`src/logic/jlt_pkg.sv`:
```
// constants shared by the 8b/10b lane transmitter and its character encoder
// assumes a single device clock; all timing is counted in octet cycles
package jlt_pkg;

   // link state, also shown on the state output
   typedef enum logic [1:0] {
      ST_CGS  = 2'b00,
      ST_WAIT = 2'b01,
      ST_ILAS = 2'b10,
      ST_DATA = 2'b11
   } jlt_state_e;

   // control characters, as the octet fed to the encoder with the k flag set
   localparam logic [7:0]  K28_0        = 8'h1C;
   localparam logic [7:0]  K28_3        = 8'h7C;
   localparam logic [7:0]  K28_4        = 8'h9C;
   localparam logic [7:0]  K28_5        = 8'hBC;
   localparam logic [7:0]  K28_7        = 8'hFC;
   // scrambled octets that become alignment characters
   localparam logic [7:0]  ALIGN_F_OCT  = 8'hFC;
   localparam logic [7:0]  ALIGN_A_OCT  = 8'h7C;

   // frames-per-multiframe limits: ceil(17/F) <= K <= min(256, floor(1024/F))
   localparam logic [11:0] KMIN_NUM     = 12'h011;
   localparam logic [11:0] KMAX_ABS     = 12'h100;
   localparam logic [11:0] FK_MAX       = 12'h400;
   localparam logic [1:0]  ILAS_LAST_MF = 2'h3;

   // position of configuration octets inside the second alignment multiframe
   localparam logic [11:0] CFG_POS_Q    = 12'h001;
   localparam logic [11:0] CFG_POS_F    = 12'h002;
   localparam logic [11:0] CFG_POS_K    = 12'h003;
   localparam logic [11:0] CFG_POS_SCR  = 12'h004;

   // scrambler taps, bit n mixes with output bits n-a and n-b
   localparam int          SCR8_TAP_A   = 14;
   localparam int          SCR8_TAP_B   = 15;
   localparam int          SCR64_TAP_A  = 39;
   localparam int          SCR64_TAP_B  = 58;
   localparam logic [57:0] SCR_SEED     = 58'h000_0000_0000_0000;

   // reset values after the pin filters: request line idle high, timing pulse low
   localparam logic [1:0]  PIN_RST      = 2'b01;
   localparam logic        RD_RST       = 1'b0;

endpackage : jlt_pkg

```
`src/logic/jlt_enc8b10b.sv`:
```
// 8b/10b character encoder with running disparity, one registered character per cycle
// assumes the caller only raises k for the K28.x characters listed in jlt_pkg
module jlt_enc8b10b (
   input  wire logic       clk,
   input  wire logic       rst_b,
   input  wire logic       ce,
   input  wire logic [7:0] d,
   input  wire logic       k,
   output logic      [9:0] q
);

   // codes for negative running disparity, abcdei and fghj
   localparam logic [5:0] LUT6 [32] = '{
      6'h27, 6'h1D, 6'h2D, 6'h31, 6'h35, 6'h29, 6'h19, 6'h38,
      6'h39, 6'h25, 6'h15, 6'h34, 6'h0D, 6'h2C, 6'h1C, 6'h17,
      6'h1B, 6'h23, 6'h13, 6'h32, 6'h0B, 6'h2A, 6'h1A, 6'h3A,
      6'h33, 6'h26, 6'h16, 6'h36, 6'h0E, 6'h2E, 6'h1E, 6'h2B};
   localparam logic [3:0] LUT4 [8] = '{
      4'hB, 4'h9, 4'h5, 4'hC, 4'hD, 4'hA, 4'h6, 4'hE};

   logic       rd_r;
   logic       rd_mid;
   logic       rd_out;
   logic       alt7;
   logic [4:0] x;
   logic [2:0] y;
   logic [5:0] six_raw;
   logic [5:0] six;
   logic [3:0] four_raw;
   logic [3:0] four;
   logic [9:0] kcode_raw;
   logic [9:0] code;

   assign x       = d[4:0];
   assign y       = d[7:5];
   assign six_raw = LUT6[x];
   // balanced 6b codes keep their form, except D.07 which alternates
   assign six     = (rd_r && ($countones(six_raw) != 3 || x == 5'h07)) ? ~six_raw : six_raw;
   assign rd_mid  = ($countones(six) == 3) ? rd_r : ~rd_r;
   // alternate D.x.7 avoids a run of five equal bits across the boundary
   assign alt7    = (y == 3'h7) && ((!rd_mid && (x == 5'h11 || x == 5'h12 || x == 5'h14)) ||
                                    (rd_mid && (x == 5'h0B || x == 5'h0D || x == 5'h0E)));
   assign four_raw = alt7 ? 4'h7 : LUT4[y];
   assign four    = (rd_mid && ($countones(four_raw) != 2 || y == 3'h3)) ? ~four_raw : four_raw;
   assign kcode_raw = (d == jlt_pkg::K28_0) ? 10'h0F4 :
                      (d == jlt_pkg::K28_3) ? 10'h0F3 :
                      (d == jlt_pkg::K28_4) ? 10'h0F2 :
                      (d == jlt_pkg::K28_7) ? 10'h0F8 : 10'h0FA;
   assign code    = k ? (rd_r ? ~kcode_raw : kcode_raw) : {six, four};
   assign rd_out  = ($countones(code) == 5) ? rd_r : ~rd_r;

   always_ff @(posedge clk or negedge rst_b) begin
      if (!rst_b) begin
         q    <= 10'h000;
         rd_r <= jlt_pkg::RD_RST;
      end else if (ce) begin
         q    <= code;
         rd_r <= rd_out;
      end
   end

endmodule : jlt_enc8b10b

```
`src/logic/jlt_tx_link.sv`:
```
// one-lane 8b/10b link transmitter: scrambler, multiframe clock, sync handshake,
// alignment sequence and alignment-character insertion
// assumes one octet per clock enable; request and timing pins are asynchronous
//
// Summary of operation
// - scrambling is optional in 8b/10b mode and always on in 64b/66b mode
// - scrambling works on raw octets before 10-bit encoding
// - the alignment sequence never passes through the scrambler
// - enable input turns scrambling on; each encoding uses its own polynomial
// - every octet becomes a DC-balanced 10-bit character tracking running disparity
// - frames per multiframe clamped between ceil(17/F) and min(256, floor(1024/F))
// - a captured timing pulse resets the multiframe counter to phase zero
// - multiframe clock period is F times K characters, ten bits each
// - while the request line is low, only K28.5 characters are sent
// - after the line rises, commas continue until the next multiframe edge
// - alignment sequence is four multiframes, each opening K28.0 and closing K28.3
// - second alignment multiframe carries the link configuration octets
// - unscrambled repeated frame-final octet becomes K28.7, or K28.3 at multiframe end
// - scrambled frame-final 0xFC sends K28.7, multiframe-final 0x7C sends K28.3
module jlt_tx_link #(
   parameter int F_W = 5,
   parameter int K_W = 9
) (
   input  wire logic           CLK_SYS,
   input  wire logic           RST_B,
   input  wire logic           CE,
   input  wire logic           SYNC_B,
   input  wire logic           SYSREF,
   input  wire logic           SCRAMBLE_ENABLE,
   input  wire logic           MODE_64B66B,
   input  wire logic [F_W-1:0] CFG_F,
   input  wire logic [K_W-1:0] CFG_K,
   input  wire logic [7:0]     TX_DATA,
   output logic                TX_READY,
   output logic      [1:0]     LINK_STATE,
   output logic      [9:0]     LANE_CHAR
);

   jlt_pkg::jlt_state_e state_r;
   jlt_pkg::jlt_state_e state_nxt;

   logic [2:0]  pin_ff [2];
   logic [1:0]  pin_in;
   logic [1:0]  pin_q;
   logic [1:0]  pin_prev_r;
   logic [11:0] lmfc_r;
   logic [11:0] lmfc_nxt;
   logic [11:0] oct_r;
   logic [11:0] oct_nxt;
   logic [1:0]  ilas_mf_r;
   logic [1:0]  ilas_mf_nxt;
   logic [57:0] scr_r;
   logic [57:0] scr_nxt;
   logic [7:0]  scr_out;
   logic [7:0]  prev_last_r;
   logic [7:0]  enc_d;
   logic        enc_k;
   logic [7:0]  ilas_oct;
   logic [11:0] f_eff;
   logic [11:0] k_eff;
   logic [11:0] k_min;
   logic [11:0] k_div;
   logic [11:0] k_max;
   logic [11:0] fk;
   logic [7:0]  data_oct;
   logic        sync_q;
   logic        sync_rise;
   logic        sysref_rise;
   logic        fr_end;
   logic        mf_end;
   logic        scr_on;
   logic        scr_step;
   logic        in_data;
   logic        same_end;
   logic        a_sub;
   logic        f_sub;

   // three-stage filter per pin; the value moves only when stages two and three agree
   assign pin_in = {SYSREF, SYNC_B};
   for (genvar i = 0; i < 2; i++) begin : g_pin
      always_ff @(posedge CLK_SYS or negedge RST_B) begin
         if (!RST_B) begin
            pin_ff[i] <= {3{jlt_pkg::PIN_RST[i]}};
            pin_q[i]  <= jlt_pkg::PIN_RST[i];
         end else if (CE) begin
            pin_ff[i] <= {pin_ff[i][1:0], pin_in[i]};
            pin_q[i]  <= (pin_ff[i][1] == pin_ff[i][2]) ? pin_ff[i][2] : pin_q[i];
         end
      end
   end

   assign sync_q      = pin_q[0];
   assign sync_rise   = pin_q[0] && !pin_prev_r[0];
   assign sysref_rise = pin_q[1] && !pin_prev_r[1];

   // configuration clamp; F of zero is taken as one
   assign f_eff = (CFG_F == '0) ? 12'h001 : 12'(CFG_F);
   assign k_min = 12'((jlt_pkg::KMIN_NUM + f_eff - 12'h001) / f_eff);
   assign k_div = 12'(jlt_pkg::FK_MAX / f_eff);
   assign k_max = (k_div > jlt_pkg::KMAX_ABS) ? jlt_pkg::KMAX_ABS : k_div;
   assign k_eff = (12'(CFG_K) < k_min) ? k_min :
                  (12'(CFG_K) > k_max) ? k_max : 12'(CFG_K);
   assign fk    = 12'(f_eff * k_eff);

   assign fr_end = (oct_r == f_eff - 12'h001);
   assign mf_end = (lmfc_r == fk - 12'h001);
   // a pulse restarts both counters at phase zero, whatever the link state
   assign lmfc_nxt = (sysref_rise || mf_end) ? 12'h000 : lmfc_r + 12'h001;
   assign oct_nxt  = (sysref_rise || mf_end || fr_end) ? 12'h000 : oct_r + 12'h001;

   always_comb begin
      state_nxt = state_r;
      case (state_r)
         jlt_pkg::ST_CGS:  if (sync_rise) state_nxt = jlt_pkg::ST_WAIT;
         jlt_pkg::ST_WAIT: if (mf_end) state_nxt = jlt_pkg::ST_ILAS;
         jlt_pkg::ST_ILAS: if (mf_end && ilas_mf_r == jlt_pkg::ILAS_LAST_MF) begin
            state_nxt = jlt_pkg::ST_DATA;
         end
         default: ;
      endcase
      if (!sync_q) begin
         state_nxt = jlt_pkg::ST_CGS;
      end
   end

   assign ilas_mf_nxt = (state_r != jlt_pkg::ST_ILAS) ? 2'h0 :
                        mf_end ? ilas_mf_r + 2'h1 : ilas_mf_r;

   // bit-serial self-synchronous scrambler, first octet bit is the msb
   function automatic logic [65:0] scr_fn(input logic [57:0] st, input logic [7:0] d,
                                          input logic wide);
      logic [57:0] s;
      logic [7:0]  o;
      s = st;
      o = 8'h00;
      for (int b = 7; b >= 0; b--) begin
         o[b] = d[b] ^ (wide ? s[jlt_pkg::SCR64_TAP_A-1] : s[jlt_pkg::SCR8_TAP_A-1])
                     ^ (wide ? s[jlt_pkg::SCR64_TAP_B-1] : s[jlt_pkg::SCR8_TAP_B-1]);
         s    = {s[56:0], o[b]};
      end
      return {s, o};
   endfunction : scr_fn

   assign scr_on   = SCRAMBLE_ENABLE || MODE_64B66B;
   assign {scr_nxt, scr_out} = scr_fn(scr_r, TX_DATA, MODE_64B66B);
   // the scrambler only steps on user data, so the alignment sequence never moves it
   assign scr_step = CE && scr_on && (state_r == jlt_pkg::ST_DATA);
   assign data_oct = scr_on ? scr_out : TX_DATA;

   // alignment-character substitution at frame and multiframe ends
   assign in_data  = (state_r == jlt_pkg::ST_DATA);
   assign same_end = fr_end && (data_oct == prev_last_r);
   assign a_sub    = in_data && mf_end &&
                     (scr_on ? (data_oct == jlt_pkg::ALIGN_A_OCT) : same_end);
   assign f_sub    = in_data && fr_end && !a_sub &&
                     (scr_on ? (data_oct == jlt_pkg::ALIGN_F_OCT) : same_end);

   // alignment multiframe content: ramp, with configuration in the second one
   assign ilas_oct = (ilas_mf_r != 2'h1)          ? lmfc_r[7:0] :
                     (lmfc_r == jlt_pkg::CFG_POS_F)   ? 8'(f_eff - 12'h001) :
                     (lmfc_r == jlt_pkg::CFG_POS_K)   ? 8'(k_eff - 12'h001) :
                     (lmfc_r == jlt_pkg::CFG_POS_SCR) ? {scr_on, 7'h00} : 8'h00;

   always_comb begin
      enc_k = 1'b1;
      enc_d = jlt_pkg::K28_5;
      case (state_r)
         jlt_pkg::ST_ILAS: begin
            if (lmfc_r == 12'h000) begin
               enc_d = jlt_pkg::K28_0;
            end else if (mf_end) begin
               enc_d = jlt_pkg::K28_3;
            end else if (ilas_mf_r == 2'h1 && lmfc_r == jlt_pkg::CFG_POS_Q) begin
               enc_d = jlt_pkg::K28_4;
            end else begin
               enc_k = 1'b0;
               enc_d = ilas_oct;
            end
         end
         jlt_pkg::ST_DATA: begin
            enc_k = a_sub || f_sub;
            enc_d = a_sub ? jlt_pkg::K28_3 : f_sub ? jlt_pkg::K28_7 : data_oct;
         end
         default: ;
      endcase
   end

   always_ff @(posedge CLK_SYS or negedge RST_B) begin
      if (!RST_B) begin
         state_r     <= jlt_pkg::ST_CGS;
         pin_prev_r  <= jlt_pkg::PIN_RST;
         lmfc_r      <= 12'h000;
         oct_r       <= 12'h000;
         ilas_mf_r   <= 2'h0;
         prev_last_r <= 8'h00;
         TX_READY    <= 1'b0;
         LINK_STATE  <= jlt_pkg::ST_CGS;
      end else if (CE) begin
         state_r     <= state_nxt;
         pin_prev_r  <= pin_q;
         lmfc_r      <= lmfc_nxt;
         oct_r       <= oct_nxt;
         ilas_mf_r   <= ilas_mf_nxt;
         prev_last_r <= (in_data && fr_end) ? data_oct : prev_last_r;
         TX_READY    <= (state_nxt == jlt_pkg::ST_DATA);
         LINK_STATE  <= state_nxt;
      end
   end

   always_ff @(posedge CLK_SYS or negedge RST_B) begin
      if (!RST_B) begin
         scr_r <= jlt_pkg::SCR_SEED;
      end else if (scr_step) begin
         scr_r <= scr_nxt;
      end
   end

   jlt_enc8b10b u_enc (
      .clk   (CLK_SYS),
      .rst_b (RST_B),
      .ce    (CE),
      .d     (enc_d),
      .k     (enc_k),
      .q     (LANE_CHAR)
   );
endmodule : jlt_tx_link

```
`config.mk`:
```
export PLATFORM = sky130hd
export DESIGN_NAME = jlt_tx_link
export DESIGN_NICKNAME = d
export VERILOG_FILES = /design/src/logic/jlt_pkg.sv /design/src/logic/jlt_enc8b10b.sv /design/src/logic/jlt_tx_link.sv
export SDC_FILE = /design/constraint.sdc
export NUM_CORES = 1
export LEC_CHECK = 0
export BUFFER_PORTS_ARGS = -buffer_cell sky130_fd_sc_hd__buf_2
export CAP_MARGIN = 20
export CORE_ASPECT_RATIO = 0.75
export CORE_MARGIN = 3
export CORE_UTILIZATION = 62
export DETAILED_ROUTE_END_ITERATION = 6
export HOLD_SLACK_MARGIN = 0.06
export PLACE_DENSITY_LB_ADDON = 0.25
export SLEW_MARGIN = 20
export SYNTH_ARGS = -nofsm -noshare
export SYNTH_HDL_FRONTEND = slang
export SYNTH_SLANG_ARGS = --single-unit
```
`constraint.sdc`:
```
create_clock -name CLK_SYS -period 30.6 [get_ports CLK_SYS]
set_clock_uncertainty 0.15 [all_clocks]
set_input_delay 6.12 -clock CLK_SYS [delete_from_list [all_inputs] [get_ports CLK_SYS]]
set_output_delay 6.12 -clock CLK_SYS [all_outputs]
set_load 0.005 [all_outputs]
```
==> key figures, run 1 <==
Yosys
  – Fraction of post-synthesis cell area in the top cell type by area: 17.4%
  – Syn avg cell area: 8.12 um^2
  – Top cells by count, synth: sky130_fd_sc_hd__nand2_1, sky130_fd_sc_hd__nor2_1, sky130_fd_sc_hd__ha_1, sky130_fd_sc_hd__a21oi_1, sky130_fd_sc_hd__o21ai_0
  – Number of different library cells in the post-synthesis netlist: 118
  – Post-synth EDFFs: 0
  – Top cells by area in the synthesized netlist: sky130_fd_sc_hd__dfrtp_1, sky130_fd_sc_hd__ha_1, sky130_fd_sc_hd__mux2_2
  – Syn Std Cell Area: 16,000 um^2
  – Proportion of synthesized flip-flops having asynchronous set or reset: 100%
  – Flip-flop and latch count after synthesis: 116
  – Most numerous cell in the Yosys netlist: sky130_fd_sc_hd__nand2_1
  – Flip-flop cell with the highest count after synthesis: sky130_fd_sc_hd__dfrtp_1
  – Cell count after synthesis: 1,969
  – Sequential cell area fraction in the yosys report: 18.2%
  – Biggest area consumer among synthesized cells: sky130_fd_sc_hd__dfrtp_1
  – YS warnings: 0

Placed design
  – Inst Count DP: 2,883
  – I/O Buffers: 41
  – Placed wire-length estimate after detailed placement: between 40,000 and 50,000 um
  – Routability-driven placement congestion ratio: 0.949

Die
  – I/O pin cnt: 42
  – Initial cell density of the core: about 64%
  – Die width: between 150 and 200 um
  – Die Span Y: 145 um
  – Floorplan row count: 50

CTS
  – Root buf cell: sky130_fd_sc_hd__clkbuf_16
  – Max Buffers Root-to-Sink: 2
  – Count of H-tree levels built during CTS: 4
  – CTS sink count: 116
  – Hold buffers post-CTS: 0
  – Number of clock buffers inserted by TritonCTS: 17

GRT
  – Leftover overflow at the end of global routing: 247
  – Pin count of the biggest net entering global routing: 82
  – Global-route wire length before repair: approximately 170,000 um
  – Vias in the first global route: 28,100
  – Total global-route track usage: 78.5%

Run status
  – Failing step: global routing (5_1_grt)
  – Result of the run: aborted with a tool error
  – Error text reported by the tool: [ERROR GRT-0116] Global routing finished with congestion. Check the congestion regions in the DRC Viewer.
## routing by layer
metal	GRT usage [%]	GRT overflow
met1	80.3	2
met2	93.2	137
met3	63.1	7
met4	78.5	101
met5	21.1	0
## per-stage QoR
stage | setup slack [ns] | util [%] | setup TNS, ns | cell area [um^2] | hold WS (ns)
2_1_floorplan | -7.04 | - | -33.46 | 16700 | 0.305
3_3_place_gp | -6.28 | 85.0 | -26.25 | 21400 | 0.318
3_5_place_dp | -8.08 | 85.0 | -44.61 | 21400 | 0.327
4_1_cts | -5.54 | 97.0 | -19.62 | 24400 | 0.350
## cells by family after synthesis
kind of cell             share of synthesized area, %
buffers and inverters                            4.47
AND/OR/NAND/NOR                                  20.7
flip-flops                                       18.2
AO/OA/AOI/OAI                                    23.7
adder cells (fa/ha/maj)                          16.5
other                                          0.0234
XOR/XNOR                                         7.99
multiplexers                                     8.37
## timing repair
action                                  CTS
endpoints found under the setup margin   21
pin swaps                               199
setup buffers                           203
resized for setup                       200
==> run 2: changes to the inputs <==
CORE_ASPECT_RATIO = unset   (was 0.75)
CORE_UTILIZATION = 40   (was 62)
HOLD_SLACK_MARGIN = unset   (was 0.06)
PLACE_DENSITY_LB_ADDON = 0.15   (was 0.25)
==> run 2 against run 1 <==
Synthesized cell count unchanged; area after synthesis unchanged; the flow now finishes, with violations (setup timing).
==> key figures, run 2 <==
Run status
  – Result of the run: complete, but fails checks
  – Violations in the final reports: setup timing

Setup path
  – Category of the most critical setup path: primary input to flop
  – Critical path capture point type: flop
  – Most frequent cell on the critical path: sky130_fd_sc_hd__ha_4
  – Critical Path Slowest Stage Cell: sky130_fd_sc_hd__fa_1
  – Startpoint kind of the worst setup timing path: primary input
  – CP peak stage delay: 0.57 ns
  – Reg2Reg Depth: 50
  – Critical path required time: ~30 ns
  – Largest fanout on the critical path: 7
  – Minimum setup slack among reg-to-reg paths: 18.49 ns
  – Total buffers and inverters traversed by the critical path: 24
  – Data arrival time of the critical path: 36.22 ns
  – Crit path depth: 162
  – Cell family with most CP delay: compound AO/OA/AOI/OAI gates

Yosys
  – Number of different library cells in the post-synthesis netlist: 118
  – Flip-flop and latch count after synthesis: about 120
  – Fraction of post-synthesis cell area in the top cell type by area: 17.4%
  – Top cells by area in the synthesized netlist: sky130_fd_sc_hd__dfrtp_1, sky130_fd_sc_hd__ha_1, sky130_fd_sc_hd__mux2_2
  – Sequential cell area fraction in the yosys report: 18.2%
  – Biggest area consumer among synthesized cells: sky130_fd_sc_hd__dfrtp_1
  – Syn avg cell area: 8.12 um^2
  – Cell count after synthesis: 1,969
  – Most numerous cell in the Yosys netlist: sky130_fd_sc_hd__nand2_1
  – Proportion of synthesized flip-flops having asynchronous set or reset: 100%
  – Top cells by count, synth: sky130_fd_sc_hd__nand2_1, sky130_fd_sc_hd__nor2_1, sky130_fd_sc_hd__ha_1, sky130_fd_sc_hd__a21oi_1, sky130_fd_sc_hd__o21ai_0
  – YS warnings: 0
  – Flip-flop cell with the highest count after synthesis: sky130_fd_sc_hd__dfrtp_1
  – Syn Std Cell Area: ~16,000 um^2
  – Post-synth EDFFs: 0

CTS
  – Clock latency at the later pin of the worst-skew pair: approximately 0.41 ns
  – Hold buffers post-CTS: 0
  – CTS sink count: 116
  – Worst-path clk slew: 0.06 ns
  – Root buf cell: sky130_fd_sc_hd__clkbuf_16
  – Clock tree from TritonCTS: built
  – Max Buffers Root-to-Sink: 2
  – Count of H-tree levels built during CTS: 4
  – Number of clock buffers inserted by TritonCTS: 17

STA
  – Post-layout worst setup margin: -5.49 ns
  – Hold slack final: 0.331 ns
  – Least-Margin Pin Slew: 1.03 ns
  – Unrepaired setup endpoints after global routing: yes
  – Number of hold violations in the final report: 0
  – Tightest slew margin relative to the limit: 30.5%
  – Setup TNS: -19.46 ns
  – Final setup violation count: 6
  – Post-layout minimum cycle time: 36.09 ns
  – Peak clock frequency supported by timing: around 0.028 GHz
  – Final cycle utilization of the critical path: 118%
  – Max Transition Viols Final: 0

Die
  – Die width: 206 um
  – Floorplan row count: 72
  – Total die area: 42,400 um^2
  – Die Span Y: 206 um
  – Initial cell density of the core: 40.9%
  – Core area: 39,100 um^2
  – I/O pin cnt: 42

Final layout
  – Most common cell after layout, fill and taps aside: sky130_fd_sc_hd__buf_4
  – Synthesis-to-layout area growth: 59.6%
  – Share of final-layout standard cells stronger than drive strength 1: 48.1%
  – Most used cells in the layout excluding fill and tap cells: sky130_fd_sc_hd__buf_4, sky130_fd_sc_hd__nand2_1, sky130_fd_sc_hd__nor2_1
  – Max FFs per register: 58
  – Ant diodes: 0
  – Top register by number of flip-flops: scr_r
  – NumNets Final: ~3,000
  – Largest registers: scr_r (58), lmfc_r (12), oct_r (12)

Detailed routing
  – WL met2: approximately 28,000 um
  – Routed vias/inst: 5.50
  – Wire per inst: ~17 um
  – Number of detailed-route iterations in the first pass: 5
  – ANT nets after route: 0
  – Total wirelength of the detailed-routed design: ~57,000 um
  – Vias: 18,200
  – DRC violations left: 0
  – Met3 wire length: ~2600 um
  – Post-Route M1 WL: about 25,000 um
  – Top layer used by detailed routing: met4
  – Starting DRT DRC Count: 986

Placed design
  – Routability-driven placement congestion ratio: 0.931
  – I/O Buffers: roughly 40
  – Placed wire-length estimate after detailed placement: just over 40,000 um

GRT
  – Total global-route track usage: 25.7%
  – Pin count of the biggest net entering global routing: 74
  – Global-route wire length before repair: roughly 90,000 um
  – Leftover overflow at the end of global routing: 0
  – Vias in the first global route: 18,300
  – Initial antenna violation count: 1

Job
  – Number of maximum-capacitance constraint violations: 0

Hold path
  – Number of cells on the worst hold path: 2
  – Type of the tightest min-delay check: flop to flop
## run 2: cell counts after synthesis
No cell type changed its count.
## run 2: path summary, 6_finish.rpt
kind,startpoint,to
max in group asynchronous,RST_B,scr_r[39]
max,CFG_F[2],u_enc.rd_r
min reg2reg,pin_ff[5],pin_ff[5]
max reg2reg,scr_r[9],u_enc.rd_r
min in group asynchronous,RST_B,u_enc.rd_r
min,pin_ff[5],pin_ff[5]
## run 2: area by class of cell
type	count	area, um^2
multi-input combinational	1683	14400
fill	3159	13600
timing repair buffer	866	6610
sequential	116	2910
tap	518	648
clock buffer	19	433
inverter	106	422
clock inverter	12	109
## run 2: metrics by stage
stage / cell area, um^2 / utilization (%) / worst slack (ns) / std cells
global placement: 21700 / 55.4 / -6.50 / 3068
floorplan: 16700 / - / -7.04 / 1972
CTS: 24300 / 62.3 / -4.72 / 3264
detailed placement: 21700 / 55.4 / -7.38 / 3068
global route: 25500 / 65.3 / -6.88 / 3320
finish: 25500 / 65.3 / -5.49 / 3320
## run 2: routing by layer
layer,vias up,GRT usage [%]
li1,8846,-
met5,-,0
met3,123,2.99
met4,0,7.88
met1,8790,33.2
met2,486,44.8
## run 2: worst register-to-register path: cells and delay by family, from the launching register on
family          cells  cell delay [ns]
fa+ha+maj          12             4.15
xor+xnor            6             1.03
simple gates       14             2.95
buf+inv             5             0.48
mux                 1             0.20
compound gates     12             2.55
flops               1             0.43
## run 2: logic make-up after synthesis
group                      Yosys count  synth area share, %
buffers and inverters              173                 4.47
AOI/OAI and AO/OA                  550                 23.7
DFF                                116                 18.2
adders and majority gates          190                 16.5
xor gates and xnor gates           146                 7.99
and+or+nand+nor                    674                 20.7
other                                1               0.0234
muxes                              119                 8.37
## run 2: timing repair
action                     4_1_cts  5_1_grt
pin swaps                      156      124
gates resized for setup        203      143
buffers inserted               168       58
setup endpoints to repair       11       11
Power of run 2 is not shown: default switching activity piles up to over one toggle a cycle in this logic, so the estimate is an artifact.
==> run 3: changes to the inputs <==
CORE_UTILIZATION = 65   (was 40)
==> run 3 against run 2 <==
The run now fails in global routing (5_1_grt); synthesized cell count unchanged; area after synthesis unchanged.
==> key figures, run 3 <==
Die
  – Floorplan row count: between 50 and 60
  – Die width: between 150 and 200 um
  – Initial cell density of the core: 67.2%
  – Die Span Y: 163 um
  – I/O pin cnt: 42

Yosys
  – Cell count after synthesis: 1,969
  – Proportion of synthesized flip-flops having asynchronous set or reset: 100%
  – Flip-flop cell with the highest count after synthesis: sky130_fd_sc_hd__dfrtp_1
  – Sequential cell area fraction in the yosys report: roughly 18%
  – Number of different library cells in the post-synthesis netlist: 118
  – Flip-flop and latch count after synthesis: 116
  – Post-synth EDFFs: 0
  – Fraction of post-synthesis cell area in the top cell type by area: 17.4%
  – Syn Std Cell Area: 16,000 um^2
  – Syn avg cell area: 8.12 um^2
  – Top cells by area in the synthesized netlist: sky130_fd_sc_hd__dfrtp_1, sky130_fd_sc_hd__ha_1, sky130_fd_sc_hd__mux2_2
  – Top cells by count, synth: sky130_fd_sc_hd__nand2_1, sky130_fd_sc_hd__nor2_1, sky130_fd_sc_hd__ha_1, sky130_fd_sc_hd__a21oi_1, sky130_fd_sc_hd__o21ai_0
  – Biggest area consumer among synthesized cells: sky130_fd_sc_hd__dfrtp_1
  – YS warnings: 0
  – Most numerous cell in the Yosys netlist: sky130_fd_sc_hd__nand2_1

Placed design
  – Placed Area: 21,100 um^2
  – Post-place setup slack: -8.07 ns
  – Placed wire-length estimate after detailed placement: 45,100 um
  – I/O Buffers: 41
  – Routability-driven placement congestion ratio: ~1

GRT
  – Vias in the first global route: ~28,000
  – Leftover overflow at the end of global routing: 382
  – Global-route wire length before repair: between 150,000 and 200,000 um
  – Pin count of the biggest net entering global routing: between 70 and 80
  – Total global-route track usage: 83.5%

CTS
  – Hold buffers post-CTS: 0
  – Root buf cell: sky130_fd_sc_hd__clkbuf_16
  – Count of H-tree levels built during CTS: 4
  – Number of clock buffers inserted by TritonCTS: 17
  – Max Buffers Root-to-Sink: 2
  – CTS sink count: 116

Run status
  – Result of the run: aborted with a tool error
  – Failing step: global routing (5_1_grt)
  – Error text reported by the tool: [ERROR GRT-0116] Global routing finished with congestion. Check the congestion regions in the DRC Viewer.
[run 3: cell counts after synthesis]
Identical to the previous run, type by type.
[run 3: logic make-up after synthesis]
logic type	synth area share, %
AO/OA/AOI/OAI	23.7
XOR/XNOR	7.99
buffers and inverters	4.47
other	0.0234
AND/OR/NAND/NOR	20.7
flip-flops	18.2
multiplexers	8.37
adder cells (fa/ha/maj)	16.5
[run 3: what timing repair did]
item	CTS
setup endpoints to repair	11
cloned	0
buffers inserted	123
gates resized for setup	151
pin swaps	133
[run 3: through the flow]
stage,utilization [%],instances
2_1_floorplan,-,1972
3_5_place_dp,88.6,2832
4_1_cts,97.5,2982
3_3_place_gp,88.6,2832
[run 3: metal layers]
| metal | GRT usage [%] | overflow |
|---|---|---|
| met1 | 82.4 | 8 |
| met2 | 99.0 | 235 |
| met3 | 70.5 | 12 |
| met4 | 83.7 | 126 |
| met5 | 35.0 | 1 |
